### config.mk
export PLATFORM = sky130hd
export DESIGN_NAME = etis_irq_ctrl
export DESIGN_NICKNAME = d
export VERILOG_FILES = /design/src/etis_pkg.sv /design/src/etis_cond_if.sv /design/src/etis_pin_cond.sv /design/src/etis_irq_ctrl.sv
export SDC_FILE = /design/constraint.sdc
export NUM_CORES = 1
export LEC_CHECK = 0
export ABC_AREA = 1
export BUFFER_PORTS_ARGS = -buffer_cell sky130_fd_sc_hd__buf_2
export CORE_MARGIN = 2
export CORE_UTILIZATION = 40
export CTS_CLUSTER_SIZE = 8
export DETAILED_ROUTE_END_ITERATION = 10
export PLACE_DENSITY_LB_ADDON = 0.25
export SLEW_MARGIN = 25
export SYNTH_ARGS = -nofsm -noshare
export SYNTH_HDL_FRONTEND = slang
export SYNTH_SLANG_ARGS = --single-unit
### constraint.sdc
create_clock -name clk_i -period 2.66 [get_ports clk_i]
set_input_delay 0.133 -clock clk_i [delete_from_list [all_inputs] [get_ports clk_i]]
set_output_delay 0.133 -clock clk_i [all_outputs]
set_load 0.05 [all_outputs]
### src/etis_pkg.sv
package etis_pkg;

    // Register port widths
    localparam int unsigned ADDR_W = 8;
    localparam int unsigned DATA_W = 8;

    // Register offsets
    localparam logic [7:0] OFF_CTRL = 8'h00; // Global and direct enables
    localparam logic [7:0] OFF_ENB = 8'h04; // Multi-function member enables
    localparam logic [7:0] OFF_FLAG = 8'h08; // Request flags
    localparam logic [7:0] OFF_EDGE = 8'h0C; // Edge select per line
    localparam logic [7:0] OFF_PULL = 8'h10; // Pull-high selects
    localparam logic [7:0] OFF_VEC = 8'h14; // Pending vector, read only
    localparam logic [7:0] OFF_LVL = 8'h18; // Filtered pin levels, read only

    // Control register fields
    localparam int unsigned CTRL_GIE = 0;
    localparam int unsigned CTRL_EN0 = 1;
    localparam int unsigned CTRL_EN1 = 2;
    localparam int unsigned CTRL_TA = 3;
    localparam int unsigned CTRL_TB = 4;
    localparam int unsigned CTRL_MF = 5;

    // Member enable register fields
    localparam int unsigned ENB_PER = 0;
    localparam int unsigned ENB_TC = 1;
    localparam int unsigned ENB_TD = 2;

    // Flag register fields
    localparam int unsigned FLAG_L0 = 0;
    localparam int unsigned FLAG_L1 = 1;
    localparam int unsigned FLAG_TA = 2;
    localparam int unsigned FLAG_TB = 3;
    localparam int unsigned FLAG_MF = 4;
    localparam int unsigned FLAG_PER = 5;
    localparam int unsigned FLAG_TC = 6;
    localparam int unsigned FLAG_TD = 7;

    // Edge select fields, two bits per line
    localparam int unsigned EDGE_L0_LSB = 0;
    localparam int unsigned EDGE_L1_LSB = 2;

    // Reset values
    localparam logic [7:0] CTRL_RST = 8'h00;
    localparam logic [2:0] ENB_RST = 3'h0;
    localparam logic [7:0] FLAG_RST = 8'h00;
    localparam logic [3:0] EDGE_RST = 4'h0;
    localparam logic [1:0] PULL_RST = 2'h0;

    // Edge select encoding
    typedef enum logic [1:0] {
        EDGE_OFF = 2'h0,
        EDGE_RISE = 2'h1,
        EDGE_FALL = 2'h2,
        EDGE_BOTH = 2'h3
    } etis_edge_t;

    // Call vectors
    localparam logic [7:0] VEC_NONE = 8'h00;
    localparam logic [7:0] VEC_L0 = 8'h04;
    localparam logic [7:0] VEC_L1 = 8'h08;
    localparam logic [7:0] VEC_TA = 8'h0C;
    localparam logic [7:0] VEC_TB = 8'h10;
    localparam logic [7:0] VEC_MF = 8'h18;

    // Noise filter timing: least stable time, rounded up to cycles
    localparam int unsigned CLK_NS = 8;
    localparam int unsigned FILT_NS = 24;
    localparam int unsigned FILT_CYC = (FILT_NS + CLK_NS - 1) / CLK_NS;
    localparam int unsigned FILT_CNT_W = 2;
    localparam logic [1:0] FILT_LAST = 2'(FILT_CYC - 1);

    // Conditioned pin count: line a, line b, peripheral, two timer inputs
    localparam int unsigned NPIN = 5;

endpackage

### src/etis_cond_if.sv
`timescale 1ns/10ps
interface etis_cond_if;
    logic level; // Filtered, synchronised level
    logic rise; // One-cycle pulse on rising edge
    logic fall; // One-cycle pulse on falling edge
    modport drv (output level, output rise, output fall);
    modport use_side (input level, input rise, input fall);
endinterface

### src/etis_pin_cond.sv
`timescale 1ns/10ps
module etis_pin_cond #(
    parameter bit FILTER_ON = 1'b1
) (
    input wire logic clk_i,
    input wire logic rst_n_i,
    input wire logic pin_i,
    etis_cond_if.drv cond
);
    logic [1:0] sync_q, sync_d; // Two-stage synchroniser
    logic level_q, level_d; // Accepted level
    logic [etis_pkg::FILT_CNT_W-1:0] cnt_q, cnt_d; // Stability count
    logic [2:0] prime_q, prime_d; // Primed once the synchroniser holds pin
    logic rise_q, rise_d;
    logic fall_q, fall_d;

    // Filter: a new level must hold for the whole filter time
    always_comb begin
        sync_d = {sync_q[0], pin_i};
        level_d = level_q;
        cnt_d = '0;
        prime_d = {prime_q[1:0], 1'b1};
        if (!prime_q[2] || !FILTER_ON) begin
            // Bypass, or synchroniser still filling: take level at once
            level_d = sync_q[1];
        end else if (sync_q[1] != level_q) begin
            if (cnt_q == etis_pkg::FILT_LAST) begin
                level_d = sync_q[1];
            end else begin
                cnt_d = cnt_q + 1'b1;
            end
        end
        // No edge on the priming sample, avoids a false edge at reset
        rise_d = prime_q[2] && level_d && !level_q;
        fall_d = prime_q[2] && !level_d && level_q;
    end

    // Registers only
    always_ff @(posedge clk_i or negedge rst_n_i) begin
        if (!rst_n_i) begin
            sync_q <= 2'h0;
            level_q <= 1'b0;
            cnt_q <= '0;
            prime_q <= 3'h0;
            rise_q <= 1'b0;
            fall_q <= 1'b0;
        end else begin
            sync_q <= sync_d;
            level_q <= level_d;
            cnt_q <= cnt_d;
            prime_q <= prime_d;
            rise_q <= rise_d;
            fall_q <= fall_d;
        end
    end

    assign cond.level = level_q;
    assign cond.rise = rise_q;
    assign cond.fall = fall_q;
endmodule // etis_pin_cond

### src/etis_irq_ctrl.sv
`timescale 1ns/10ps
// What this block does
// - Line irq needs global, line enable, edge on
// - Selected edge on pin sets line flag
// - Lines call 04H or 08H, stack not full
// - Line service clears its flag and global
// - Pull-high select stays active during irq use
// - Edge select: rising, falling, both, or off
// - Noise filter on inputs, build-time bypass
// - One bypass for all filtered inputs
// - Peripheral irq needs global, own, multi enables
// - Falling peripheral pin sets peripheral flag
// - Peripheral pin or LCD segment, build option
// - Peripheral calls 18H, software clears own flag
// - Timers a, b flag on overflow, enabled service
// - Timer a calls 0CH, timer b 10H
// - Timer a, b service clears flag, global
// - Timers c, d flag, gated via multi path
// - Timers c, d call 18H, software clears
// - Fixed priority 04H up to 18H
// - Member request sets multi flag
// - Flags stay set until service or clear
module etis_irq_ctrl #(
    parameter bit FILTER_ON = 1'b1, // Common noise filter option
    parameter bit PERIPH_IS_IRQ = 1'b1 // Pin is irq input, else segment
) (
    input wire logic clk_i,
    input wire logic rst_n_i,
    input wire logic [7:0] reg_addr_i,
    input wire logic [7:0] reg_wdata_i,
    input wire logic reg_we_i,
    input wire logic reg_re_i,
    output logic [7:0] reg_rdata_o,
    input wire logic ext_irq_pin_a_i,
    input wire logic ext_irq_pin_b_i,
    input wire logic periph_irq_pin_i,
    input wire logic [1:0] timer_ext_pin_i,
    output logic [1:0] timer_ext_filt_o,
    input wire logic [3:0] timer_ovf_i,
    input wire logic [1:0] port_d_direction_i,
    input wire logic stack_full_i,
    input wire logic irq_ack_i,
    output logic irq_req_o,
    output logic [7:0] irq_vector_o,
    output logic [1:0] pullup_en_o,
    input wire logic lcd_seg_data_i,
    output logic lcd_seg_o,
    output logic lcd_seg_oe_o
);
    // Software-visible state
    logic [7:0] ctrl_q, ctrl_d; // Global and direct enables
    logic [2:0] enb_q, enb_d; // Multi-function member enables
    logic [7:0] flag_q, flag_d; // Request flags
    logic [3:0] edge_q, edge_d; // Edge select, two lines
    logic [1:0] pull_q, pull_d; // Pull-high selects
    // Call request toward the core
    logic irq_req_q, irq_req_d;
    logic [7:0] irq_vector_q, irq_vector_d;
    // Read data and pin-side outputs
    logic [7:0] rdata_q, rdata_d;
    logic lcd_seg_q, lcd_seg_d;
    logic lcd_oe_q, lcd_oe_d;

    // Conditioned pin views
    logic [etis_pkg::NPIN-1:0] pin_raw;
    logic [etis_pkg::NPIN-1:0] lvl;
    logic [etis_pkg::NPIN-1:0] rise;
    logic [etis_pkg::NPIN-1:0] fall;

    // Decoded events and eligibility
    logic line0_hit, line1_hit, per_hit, mf_hit;
    logic [7:0] set_vec;
    logic elig_l0, elig_l1, elig_ta, elig_tb, elig_mf;
    logic ack_ok;

    // All five inputs share one filter option, no per-pin choice
    assign pin_raw = {timer_ext_pin_i, periph_irq_pin_i,
                      ext_irq_pin_b_i, ext_irq_pin_a_i};

    generate
        for (genvar g = 0; g < etis_pkg::NPIN; g++) begin : g_pin
            etis_cond_if c_if ();
            etis_pin_cond #(
                .FILTER_ON(FILTER_ON)
            ) u_cond (
                .clk_i(clk_i),
                .rst_n_i(rst_n_i),
                .pin_i(pin_raw[g]),
                .cond(c_if.drv)
            );
            assign lvl[g] = c_if.level;
            assign rise[g] = c_if.rise;
            assign fall[g] = c_if.fall;
        end
    endgenerate

    // Edge qualifier per line; off blocks the line entirely
    function automatic logic edge_hit(input logic [1:0] sel,
                                      input logic r, input logic f);
        etis_pkg::etis_edge_t e;
        e = etis_pkg::etis_edge_t'(sel);
        unique case (e)
            etis_pkg::EDGE_RISE: edge_hit = r;
            etis_pkg::EDGE_FALL: edge_hit = f;
            etis_pkg::EDGE_BOTH: edge_hit = r | f;
            etis_pkg::EDGE_OFF: edge_hit = 1'b0;
        endcase
    endfunction

    // Hardware set events for each flag
    always_comb begin
        // Pin only counts while the port bit makes it an input
        line0_hit = port_d_direction_i[0] && ctrl_q[etis_pkg::CTRL_EN0] &&
            edge_hit(edge_q[etis_pkg::EDGE_L0_LSB +: 2], rise[0],
                     fall[0]);
        line1_hit = port_d_direction_i[1] && ctrl_q[etis_pkg::CTRL_EN1] &&
            edge_hit(edge_q[etis_pkg::EDGE_L1_LSB +: 2], rise[1],
                     fall[1]);
        // Segment mode leaves the peripheral flag untouched
        per_hit = PERIPH_IS_IRQ && fall[2];
        // A member raises the multi flag only while its enable is set
        mf_hit = (per_hit && enb_q[etis_pkg::ENB_PER]) ||
            (timer_ovf_i[2] && enb_q[etis_pkg::ENB_TC]) ||
            (timer_ovf_i[3] && enb_q[etis_pkg::ENB_TD]);
        set_vec = 8'h00;
        set_vec[etis_pkg::FLAG_L0] = line0_hit;
        set_vec[etis_pkg::FLAG_L1] = line1_hit;
        set_vec[etis_pkg::FLAG_TA] = timer_ovf_i[0];
        set_vec[etis_pkg::FLAG_TB] = timer_ovf_i[1];
        set_vec[etis_pkg::FLAG_MF] = mf_hit;
        set_vec[etis_pkg::FLAG_PER] = per_hit;
        set_vec[etis_pkg::FLAG_TC] = timer_ovf_i[2];
        set_vec[etis_pkg::FLAG_TD] = timer_ovf_i[3];
    end

    // Acknowledge only counts against a standing request
    assign ack_ok = irq_ack_i && irq_req_q;

    // Register file and flag next state
    always_comb begin
        ctrl_d = ctrl_q;
        enb_d = enb_q;
        flag_d = flag_q;
        edge_d = edge_q;
        pull_d = pull_q;
        if (reg_we_i) begin
            unique case (reg_addr_i)
                etis_pkg::OFF_CTRL: ctrl_d = reg_wdata_i;
                etis_pkg::OFF_ENB: enb_d = reg_wdata_i[2:0];
                etis_pkg::OFF_FLAG: flag_d = reg_wdata_i;
                etis_pkg::OFF_EDGE: edge_d = reg_wdata_i[3:0];
                etis_pkg::OFF_PULL: pull_d = reg_wdata_i[1:0];
                default: ; // Read-only or unmapped, write dropped
            endcase
        end
        // Service: global enable off, own flag cleared where owned
        if (ack_ok) begin
            ctrl_d[etis_pkg::CTRL_GIE] = 1'b0;
            unique case (irq_vector_q)
                etis_pkg::VEC_L0: flag_d[etis_pkg::FLAG_L0] = 1'b0;
                etis_pkg::VEC_L1: flag_d[etis_pkg::FLAG_L1] = 1'b0;
                etis_pkg::VEC_TA: flag_d[etis_pkg::FLAG_TA] = 1'b0;
                etis_pkg::VEC_TB: flag_d[etis_pkg::FLAG_TB] = 1'b0;
                // Member flags stay for software to clear
                etis_pkg::VEC_MF:
                    flag_d[etis_pkg::FLAG_MF] = 1'b0;
                default: ;
            endcase
        end
        // A new event beats any clear in the same cycle
        flag_d = flag_d | set_vec;
    end

    // Eligibility and fixed priority
    always_comb begin
        elig_l0 = flag_q[etis_pkg::FLAG_L0] && ctrl_q[etis_pkg::CTRL_EN0] &&
            (edge_q[etis_pkg::EDGE_L0_LSB +: 2] != etis_pkg::EDGE_OFF);
        elig_l1 = flag_q[etis_pkg::FLAG_L1] && ctrl_q[etis_pkg::CTRL_EN1] &&
            (edge_q[etis_pkg::EDGE_L1_LSB +: 2] != etis_pkg::EDGE_OFF);
        elig_ta = flag_q[etis_pkg::FLAG_TA] && ctrl_q[etis_pkg::CTRL_TA];
        elig_tb = flag_q[etis_pkg::FLAG_TB] && ctrl_q[etis_pkg::CTRL_TB];
        elig_mf = flag_q[etis_pkg::FLAG_MF] &&
            ctrl_q[etis_pkg::CTRL_MF];
        irq_vector_d = irq_vector_q;
        // No call while the stack is full; the flag simply waits
        irq_req_d = ctrl_q[etis_pkg::CTRL_GIE] && !stack_full_i && !ack_ok &&
            (elig_l0 || elig_l1 || elig_ta || elig_tb || elig_mf);
        if (elig_l0) begin
            irq_vector_d = etis_pkg::VEC_L0;
        end else if (elig_l1) begin
            irq_vector_d = etis_pkg::VEC_L1;
        end else if (elig_ta) begin
            irq_vector_d = etis_pkg::VEC_TA;
        end else if (elig_tb) begin
            irq_vector_d = etis_pkg::VEC_TB;
        end else if (elig_mf) begin
            irq_vector_d = etis_pkg::VEC_MF;
        end
        if (!irq_req_d) begin
            irq_vector_d = etis_pkg::VEC_NONE;
        end
    end

    // Read mux, data valid in the cycle after the strobe only
    always_comb begin
        rdata_d = 8'h00;
        if (reg_re_i) begin
            unique case (reg_addr_i)
                etis_pkg::OFF_CTRL: rdata_d = ctrl_q;
                etis_pkg::OFF_ENB: rdata_d = {5'h00, enb_q};
                etis_pkg::OFF_FLAG: rdata_d = flag_q;
                etis_pkg::OFF_EDGE: rdata_d = {4'h0, edge_q};
                etis_pkg::OFF_PULL: rdata_d = {6'h00, pull_q};
                etis_pkg::OFF_VEC: rdata_d = irq_vector_q;
                etis_pkg::OFF_LVL: rdata_d = {3'h0, lvl};
                default: rdata_d = 8'h00; // Unmapped reads zero
            endcase
        end
        // Segment function owns the pin when not an irq input
        lcd_seg_d = PERIPH_IS_IRQ ? 1'b0 : lcd_seg_data_i;
        lcd_oe_d = !PERIPH_IS_IRQ;
    end

    // State registers
    always_ff @(posedge clk_i or negedge rst_n_i) begin
        if (!rst_n_i) begin
            ctrl_q <= etis_pkg::CTRL_RST;
            enb_q <= etis_pkg::ENB_RST;
            flag_q <= etis_pkg::FLAG_RST;
            edge_q <= etis_pkg::EDGE_RST;
            pull_q <= etis_pkg::PULL_RST;
            irq_req_q <= 1'b0;
            irq_vector_q <= etis_pkg::VEC_NONE;
            rdata_q <= 8'h00;
            lcd_seg_q <= 1'b0;
            lcd_oe_q <= 1'b0;
        end else begin
            ctrl_q <= ctrl_d;
            enb_q <= enb_d;
            flag_q <= flag_d;
            edge_q <= edge_d;
            pull_q <= pull_d;
            irq_req_q <= irq_req_d;
            irq_vector_q <= irq_vector_d;
            rdata_q <= rdata_d;
            lcd_seg_q <= lcd_seg_d;
            lcd_oe_q <= lcd_oe_d;
        end
    end

    // Outputs straight from flops
    assign reg_rdata_o = rdata_q;
    assign irq_req_o = irq_req_q;
    assign irq_vector_o = irq_vector_q;
    // Pull-high not gated by irq use of the pin
    assign pullup_en_o = pull_q;
    assign timer_ext_filt_o = lvl[4:3];
    assign lcd_seg_o = lcd_seg_q;
    assign lcd_seg_oe_o = lcd_oe_q;
endmodule // etis_irq_ctrl

* Word level (Yosys, flattened, before mapping)
Index checks and enable logic that the tools add are counted.
Cells by class: $add $sub $neg 5, eq/ne operators 32, muxes and demuxes 51, bitwise operators 3, reduce and logical (&&, ||, !) cells 55
Operators with widths (number):
- $mux 8 | 9
- $pmux 8 s7 | 1
- $eq 8x5->1 const B | 5
- $eq 8x4->1 const B | 4
- $mux 2 | 15
- $logic_and 1x1->1 | 28
- $mux 1 | 23
- $eq 2x2->1 const B | 9
- $eq 8x3->1 const B | 2
- $reduce_and 2->1 | 7
- $add 2x1->2 const B | 5
- $logic_not 8->1 | 1
- $ne 2x2->1 const B | 4
- $or 8x8->8 | 1
- $pmux 1 s4 | 2
- $reduce_bool 2->1 | 4
- $logic_not 1->1 | 7
- $logic_or 1x1->1 | 6
- $ne 6x1->1 const B | 1
- $mux 5 | 1
- $ne 1x1->1 | 5
- $eq 2x1->1 const B | 2
- $logic_not 2->1 | 2
- $or 1x1->1 | 2
Storage, ports and cells: register bits after elaboration 87, output and inout bits 23

* Depth between registers and ports, before layout
Gate-level depths: netlist of run 1.
depth in word-level cells 8, gate-level depth with buffers 9, mapped depth without buffers 9

* Cells and area by module
Synthesis of run 1 repeated with hierarchy kept, for this count alone.
Second synthesis, totals: cells, all modules 422, area total of the unflattened synthesis 3743.6 um^2
Modules (own cells, without submodules):
- etis_irq_ctrl | instances 1, cells an instance 262, area an instance 2033.2 um^2, seq. area each 925.9 um^2
- etis_pin_cond (g_pin[1].u_cond ...) | instances 4, cells an instance 32, area an instance 342.8 um^2, seq. area each 250.2 um^2
- etis_pin_cond (g_pin[0].u_cond) | instances 1, cells an instance 32, area an instance 339.1 um^2, seq. area each 250.2 um^2

* Worst setup path after synthesis of run 1
OpenSTA, ideal clock, no wires.
kind register -> register, start point register irq_vector_q[3] (netlist: irq_vector_o[3]), end point register flag_q[4], arrival 1090 ps, data required time 2541 ps, setup slack 1451 ps, cell stages (with the launch flop) 6, clock period less this slack 1209 ps, cells stage by stage dfrtp_1 -> inv_1 -> nor2_1 -> nand3_1 -> nand3_1 -> nand2_1
On the way: word-level cells in the longest chain between the ends 4
Ends and longest elaborated chain:
- start: declaration | RTL line etis_irq_ctrl.sv:58 | logic [7:0] irq_vector_q, irq_vector_d;
- start signal: assignment | RTL line etis_irq_ctrl.sv:233 | irq_vector_q <= etis_pkg::VEC_NONE;
- start signal: assignment | RTL line etis_irq_ctrl.sv:244 | irq_vector_q <= irq_vector_d;
- $eq 8x5->1 | RTL line etis_irq_ctrl.sv:159 | unique case (irq_vector_q)
- $mux 1 | RTL line etis_irq_ctrl.sv:159
- $mux 5 | RTL line etis_irq_ctrl.sv:157 | if (ack_ok) begin
- $or 8x8->8 | RTL line etis_irq_ctrl.sv:171 | flag_d = flag_d | set_vec;
- named net flag_d[4] | RTL line etis_irq_ctrl.sv:53 | logic [7:0] flag_q, flag_d;
- end signal: assignment | RTL line etis_irq_ctrl.sv:229 | flag_q <= etis_pkg::FLAG_RST;
- end signal: assignment | RTL line etis_irq_ctrl.sv:240 | flag_q <= flag_d;
- end: declaration | RTL line etis_irq_ctrl.sv:53
The timed path passes the listed nets, and every way through them passes these cells. A chain may end at the register's enable or synchronous reset.

* Worst setup path in the final report of run 1
start point register edge_q[3], end point register irq_vector_q[2] (netlist: irq_vector_o[2])
On the way: word-level cells in the longest chain between the ends 8, elaborated cells between the ends (all ways) 11, classes of those cells eq/ne (1); mux (3); reduce/logical (7)
Ends and longest elaborated chain:
- start: declaration | RTL line etis_irq_ctrl.sv:54 | logic [3:0] edge_q, edge_d;
- start signal: assignment | RTL line etis_irq_ctrl.sv:230 | edge_q <= etis_pkg::EDGE_RST;
- start signal: assignment | RTL line etis_irq_ctrl.sv:241 | edge_q <= edge_d;
- $reduce_bool 2->1 * | RTL line etis_irq_ctrl.sv:179 | (edge_q[etis_pkg::EDGE_L1_LSB +: 2] != etis_pkg::EDGE_OFF);
- $logic_and 1x1->1 * | RTL line etis_irq_ctrl.sv:178 | elig_l1 = flag_q[etis_pkg::FLAG_L1] && ctrl_q[etis_pkg::CTRL_EN1] &&
- $logic_or 1x1->1 (4 in series) | RTL line etis_irq_ctrl.sv:187 | (elig_l0 || elig_l1 || elig_ta || elig_tb || elig_mf);
- $logic_and 1x1->1 | RTL line etis_irq_ctrl.sv:186 | irq_req_d = ctrl_q[etis_pkg::CTRL_GIE] && !stack_full_i && !ack_ok &&
- $ne 6x1->1 (no line) / $mux 8 (equally long branches)
Every way passes the cells marked *; elsewhere a longest branch is shown, timed or not.

==> results of run 1 <==
==> synthesized netlist by cell type (2+ instances only) <==
cell     count  area share
nor2_1      34       0.040
nor3_1       4      0.0062
a21oi_1      4      0.0062
mux2i_1      2      0.0062
inv_1       51       0.060
nor2_8       2       0.012
nor4_1       8       0.016
buf_6        2      0.0070
a21oi_2      4       0.011
nand3_1     35       0.055
o21ai_1     16       0.025
nand2_2      2      0.0039
a22o_1       2      0.0055
buf_4        9       0.021
o21ai_0      9       0.014
conb_1       2      0.0023
nand4_1      2      0.0039
nand2_1     78       0.091
nor2_2       4      0.0078
dfrtp_1     70        0.55
xnor2_1      5       0.014
o21ai_2      5       0.014
inv_2        3      0.0035
nand2_4      3       0.011
==> flip-flops by register name, summed over array words and instances, names as in the netlist, 2 cells and up <==
name,flops
reg_rdata_o,8
enb_q,3
g_pin.u_cond.cond.rise,2
g_pin.u_cond.cond.level,5
edge_q,4
flag_q,8
g_pin.u_cond.cnt_q,10
g_pin.u_cond.prime_q,3
g_pin.u_cond.cond.fall,3
g_pin.u_cond.sync_q,10
pullup_en_o,2
irq_vector_o,3
ctrl_q,8
==> cell families (layout without fill, tap and decap cells) <==
group / after synthesis / after routing / synth area share
AND/OR/NAND/NOR: 175 / 175 / 0.258
flip-flops: 70 / 70 / 0.546
buffers and inverters: 66 / 128 / 0.0924
AO/OA/AOI/OAI: 43 / 43 / 0.0815
XOR/XNOR: 5 / 5 / 0.0136
other: 2 / 8 / 0.00234
multiplexers: 2 / 2 / 0.00624
==> layer usage <==
metal / up-vias / wire length, µm / share of wire / GRT usage
met5: - / 0 / 0 / 0
met4: 0 / 101 / 0.015 / 0.0737
met3: 8 / 378 / 0.056 / 0.0371
met2: 69 / 3000 / 0.45 / 0.252
met1: 1118 / 3240 / 0.48 / 0.237
li1: 1267 / - / - / -
==> power breakdown <==
part / switching (W) / internal [W] / total, W
registers: 0.0000519 / 0.00113 / 0.00118
clock network: 0.000378 / 0.000431 / 0.000809
logic: 0.000181 / 0.0000873 / 0.000268
total: 0.000611 / 0.00165 / 0.00226
==> through the flow <==
step                      total power, W  hold WS, ns
after floorplan                  0.00137       -0.163
after global placement           0.00145       0.0612
after detailed placement         0.00146       0.0672
after CTS                        0.00228       0.0164
after global routing             0.00236       0.0125
final                            0.00226       0.0235
==> critical path, delay by kind of cell (launching register included) <==
kind / cells / cell delay, ns
simple gates: 5 / 0.56
flops: 1 / 0.42
compound gates: 1 / 0.29
==> cell type report <==
| class | instances | area (µm²) | share of cell area |
|---|---|---|---|
| clock inverter | 4 | 47.5 | 0.0126 |
| sequential | 70 | 1750 | 0.463 |
| tap | 102 | 128 | 0.0337 |
| multi-input combinational | 233 | 1180 | 0.313 |
| inverter | 54 | 203 | 0.0536 |
| timing repair buffer | 58 | 335 | 0.0886 |
| clock buffer | 12 | 135 | 0.0357 |
==> cells in the final DEF (no fill, tap or decap), drive strengths merged <==
master       instances
nor3                 4
a21oi                8
o21ai               30
clkbuf              12
nand2               83
bufinv               1
nand4                2
nor2                41
nand3               35
conb                 8
a31oi                1
dfrtp               70
o22ai                1
xnor2                5
buf                 50
o21bai               1
nor3b                1
clkinv               2
dlygate4sd3          8
nor4                 9
inv                 54
clkinvlp             1
mux2i                2
a22o                 2
==> worst paths after layout <==
check	end	slack (ns)	cells after the start
setup / recovery	irq_vector_o[2]$_DFFE_PN0P_	1.28	6
hold reg to reg	g_pin[0].u_cond.prime_q[2]$_DFF_PN0_	0.35	0
min in group asynchronous	g_pin[2].u_cond.prime_q[0]$_DFF_PN0_	0.24	2
hold / removal	flag_q[7]$_DFF_PN0_	0.02	3
setup reg to reg	irq_vector_o[2]$_DFFE_PN0P_	1.28	6
max in group asynchronous	reg_rdata_o[0]$_DFF_PN0_	1.68	3
==> impl_metrics.toml, run 1 <==
[outcome]
status = "complete, no violations"

[clock_network]
h-tree-depth = 3
insertion_delay_ns = 0.34
cts.sinks = 70
clkTransAtPathRegs_ns = 0.07
cts_inserted_buffers = 9
cts_hold_buffers = 8
cts_tree = "yes"
root_buffer = "clkbuf_8"
postCtsSetupRepairBufs = 0
clockBufferDepth = 2
cts_resized = 0

[final_layout]
final_layout_size_suffix_gt1_frac = 0.204
nets = 460
diodes = 0
stdcell_count = 533
syn_to_final_growth_pct = 17.9
final_cell_area_mm2 = 0.00378
fillCellCount = 748
post-route-util = 0.487

[worst_setup_path]
end_kind = "flip-flop"
startpoint = "edge_q[3]$_DFFE_PN0P_"
required_ns = 2.88
crit_path_max_incr_delay_ns = 0.42
critPathKind = "flip-flop to flip-flop"
startpoint_type = "flip-flop"
cp_slowest_cell = "dfrtp_1"
cp_max_fo = 4
critPathArrivalTime_ns = 1.60
cp_cell_sequence = "o21ai_0, nand2_1, nor2_1, nand3_1, nand2_1, nor2_1"
rr_startpoint = "edge_q[3]$_DFFE_PN0P_"

[placed_design]
placed_cells = 509
port_buffers = 48
place_area_mm2 = 0.00352
gp_congestion = 0.834
preCtsSetupSlack_ns = 1.30
dp_hpwl_um = 5050

[sta]
hold_viol_final = 0
fin_worst_skew_ns = 0.00774
fin_ws_ns = 1.28
fin_crit_ns = 1.38
final.setup.tns_ns = 0
drv_slew = 0
period_share = 0.520
setup_violations = 0
rsz0062_at_grt = "false"
max_freq_ghz = 0.723

[grt]
antenna_found_initial = 0
grt_pass1_wl_um = 11200
grt_overflow = 0
track_usage = 0.169
grt_pass1_vias = 2349
grt_max_degree = 33

[floorplanning]
initial_utilization = 0.413
die-height_um = 93.6
io_pins = 57
die_x_um = 93.6
row_count = 32
dieArea_mm2 = 0.00876
core_area_mm2 = 0.00777

[synth]
synth_area_per_cell_um2 = 8.84
yosysWarningCount = 0
ys_types = 31
synth_edf_count = 0
syn-cell-area_mm2 = 0.00321
seq_area_frac_synth = 0.546
synthArstFlopShare = 1.00
postSynthCellCount = 363
synth_ff_type = "dfrtp_1"
synth_seq_cells = 70

[route]
drt-pass1-iter-count = 4
vias = 2462
drt_first_iter_violations = 103
routed_via_density = 4.62
detail_route.wl_per_cell_um = 12.6
drt_drc_violations_left = 0
wirelength_um = 6720
postRouteAntennaNets = 0

[flow_run]
drv_cap = 0

[min_path]
min-delay-start = "timer_ovf_i[3]"
hp-class = "input pin to flip-flop"

[power_and_ir_drop]
p_leak_nw = 2.00
ir_drop_mv = 0.218
powerDensity_mw_per_mm2 = 596
Power figures use the tool's default switching activity.
==> run 2, diff against run 1 <==
--- a/config.mk
+++ b/config.mk
@@ -5,7 +5,7 @@
 export SDC_FILE = /design/constraint.sdc
 export NUM_CORES = 1
 export LEC_CHECK = 0
-export ABC_AREA = 1
+export ABC_AREA = 0
 export BUFFER_PORTS_ARGS = -buffer_cell sky130_fd_sc_hd__buf_2
 export CORE_MARGIN = 2
 export CORE_UTILIZATION = 40
==> constraint.sdc (replaced) <==
create_clock -name clk_i -period 1.15 [get_ports clk_i]
set_input_delay 0.0575 -clock clk_i [delete_from_list [all_inputs] [get_ports clk_i]]
set_output_delay 0.0575 -clock clk_i [all_outputs]
set_load 0.05 [all_outputs]
==> run 2 against run 1 <==
Net effect: the run now ends with setup timing left; utilization grew 7.4 points; non-clock buffer count grew 62; power grew 140%; cell count shrank 9.9%; flip-flop and latch count is the same; highest routed layer unchanged.
==> impl_metrics.toml, run 2 <==
[final_layout]
nets = 407
final_cell_mix = "dfrtp_1, buf_4, buf_2"
diodes = 0
stdcell_count = 480
final_cell_area_mm2 = 0.00427
syn_to_final_growth_pct = 38.4
reg.largest.list = "g_pin.u_cond.cnt_q x10, g_pin.u_cond.sync_q x10"
final_layout_size_suffix_gt1_frac = 0.429
final_common_cell = "dfrtp_1"

[synth]
synth_edf_count = 0
synth_top_area_share = 0.568
synth.most_common_cell = "dfrtp_1"
seq_area_frac_synth = 0.568
synth_ff_type = "dfrtp_1"
synthArstFlopShare = 1.00
synth_seq_cells = 70
synthTopCellsByCount = "dfrtp_1, mux2_2, nor2_1"
ys_types = 50
ys_top_cells_by_area = "dfrtp_1, mux2_2, mux2i_1, buf_4, mux2_4"
synth_area_per_cell_um2 = 12.3
postSynthCellCount = 250
yosysWarningCount = 0
yosys.area.top_type = "dfrtp_1"
syn-cell-area_mm2 = 0.00309

[floorplanning]
core_area_mm2 = 0.00761
die-height_um = 91.8
row_count = 32
initial_utilization = 0.406
die_x_um = 91.8
dieArea_mm2 = 0.00843
io_pins = 57

[route]
drt_drc_violations_left = 0
vias = 2342
drt_first_iter_violations = 97
routed_via_density = 4.88
drt-pass1-iter-count = 4
wirelength_um = 7060
postRouteAntennaNets = 0
detail_route.wl_per_cell_um = 14.7

[clock_network]
cts.sinks = 70
insertion_delay_ns = 0.33
root_buffer = "clkbuf_8"
h-tree-depth = 3
clkTransAtPathRegs_ns = 0.08
clockBufferDepth = 2
cts_inserted_buffers = 9
cts_tree = "yes"

[sta]
hold_ws_ns = 0.0261
drv_slew = 0
fin_worst_skew_ns = 0.0106
rsz0062_at_grt = "true"
fin_crit_ns = 1.25
fin_ws_ns = -0.0959
hold_viol_final = 0
max_freq_ghz = 0.803
period_share = 1.08
setup_violations = 5

[worst_setup_path]
critPathArrivalTime_ns = 1.46
required_ns = 1.36
cp_max_fo = 4
critPathKind = "flip-flop to flip-flop"
startpoint_type = "flip-flop"
end_kind = "flip-flop"

[power_and_ir_drop]
finalPower_w = 0.00552
powerDensity_mw_per_mm2 = 1290
ir_drop_mv = 0.897
p_leak_nw = 2.12

[grt]
met1_usage = 0.239
grt_pass1_wl_um = 11500
grt_overflow = 0
track_usage = 0.177
use_met3 = 0.0378
grt.met2_usage = 0.281
grt_pass1_vias = 2337
antenna_found_initial = 0
grt_max_degree = 45
grt_busiest_layer = "met2"

[placed_design]
placed_cells = 441
place_area_mm2 = 0.00375
port_buffers = 48
gp_congestion = 0.892
dp_hpwl_um = 5300

[min_path]
hp-class = "input pin to flip-flop"

[flow_run]
drv_cap = 0

[outcome]
violations = "setup timing"
status = "finished with violations"
## run 2: cell types whose count changed after synthesis, moves of 5 or more
cell      before  now
nor4b_1        0    5
nor2_1        34   14
o21ai_2        5    0
nor4_1         8    0
a21oi_1        4    9
mux2i_1        2    9
nand2_1       78   11
a22oi_1        0    6
inv_1         51    6
nand2b_1       0    6
o21ai_1       16    0
mux2_2         0   17
nand3_1       35    6
## run 2: per-layer routing
layer	vias up	share of wire
met5	-	0
li1	1136	-
met4	0	0.018
met3	12	0.052
met2	70	0.46
met1	1124	0.47
## run 2: layout make-up
cell class                      count  area [µm²]
Tap cell                          102         128
Multi-Input combinational cell    166        1260
Timing Repair Buffer              120         878
Inverter                            6        22.5
Clock buffer                       14         183
Clock inverter                      2        37.5
Fill cell                         664        3340
Sequential cell                    70        1760
## run 2: logic make-up (layout without fill, tap and decap cells)
family	count (synthesis)	after routing	synth area share
compound gates	41	41	0.0892
xor+xnor	3	3	0.00852
buf+inv	20	142	0.0418
flops	70	70	0.568
mux	31	31	0.118
other cells	2	8	0.00243
simple gates	83	83	0.172
## run 2: through the flow
stage	utilization	setup slack [ns]	setup TNS [ns]
after floorplan	-	-0.0386	-0.0822
after global placement	0.493	-0.115	-2.14
after detailed placement	0.493	-0.140	-2.31
after CTS	0.550	-0.0190	-0.0755
after global routing	0.561	-0.170	-0.696
final	0.561	-0.0959	-0.363
## run 2: repair_timing
action	in CTS	in global routing
hold buffers	17	0
buffers inserted	2	4
pin swaps	1	11
gates resized for setup	9	15
endpoints found under the hold margin	86	0
setup endpoints to repair	13	17
## run 2: path summary, 6_finish.rpt
path	from	endpoint	slack (ns)	cells past startpoint
max in group asynchronous	rst_n_i	g_pin[0].u_cond.prime_q[2]$_DFF_PN0_	0.45	3
worst min-delay path	reg_wdata_i[3]	ctrl_q[3]$_DFFE_PN0P_	0.03	2
worst max-delay path	edge_q[2]$_DFFE_PN0P_	irq_vector_o[2]$_DFFE_PN0P_	-0.1	4
worst min register to register	g_pin[3].u_cond.sync_q[0]$_DFF_PN0_	g_pin[3].u_cond.sync_q[1]$_DFF_PN0_	0.35	0
worst max register to register	edge_q[2]$_DFFE_PN0P_	irq_vector_o[2]$_DFFE_PN0P_	-0.1	4
min in group asynchronous	rst_n_i	flag_q[7]$_DFF_PN0_	0.15	2
## run 2: critical path: stages, from the launching register on
cell	delay, ns
dfrtp_1	0.40
o211ai_1	0.32
nand4_1	0.14
nand4b_1	0.20
a21oi_1	0.07
## run 2: power by group
group          total, W  internal [W]  leakage, nW  switching (W)
clock           0.00215       0.00124        0.109       0.000904
sequential      0.00269       0.00259        0.896       0.000104
combinational  0.000680      0.000327         1.11       0.000353
total           0.00552       0.00416         2.12        0.00136
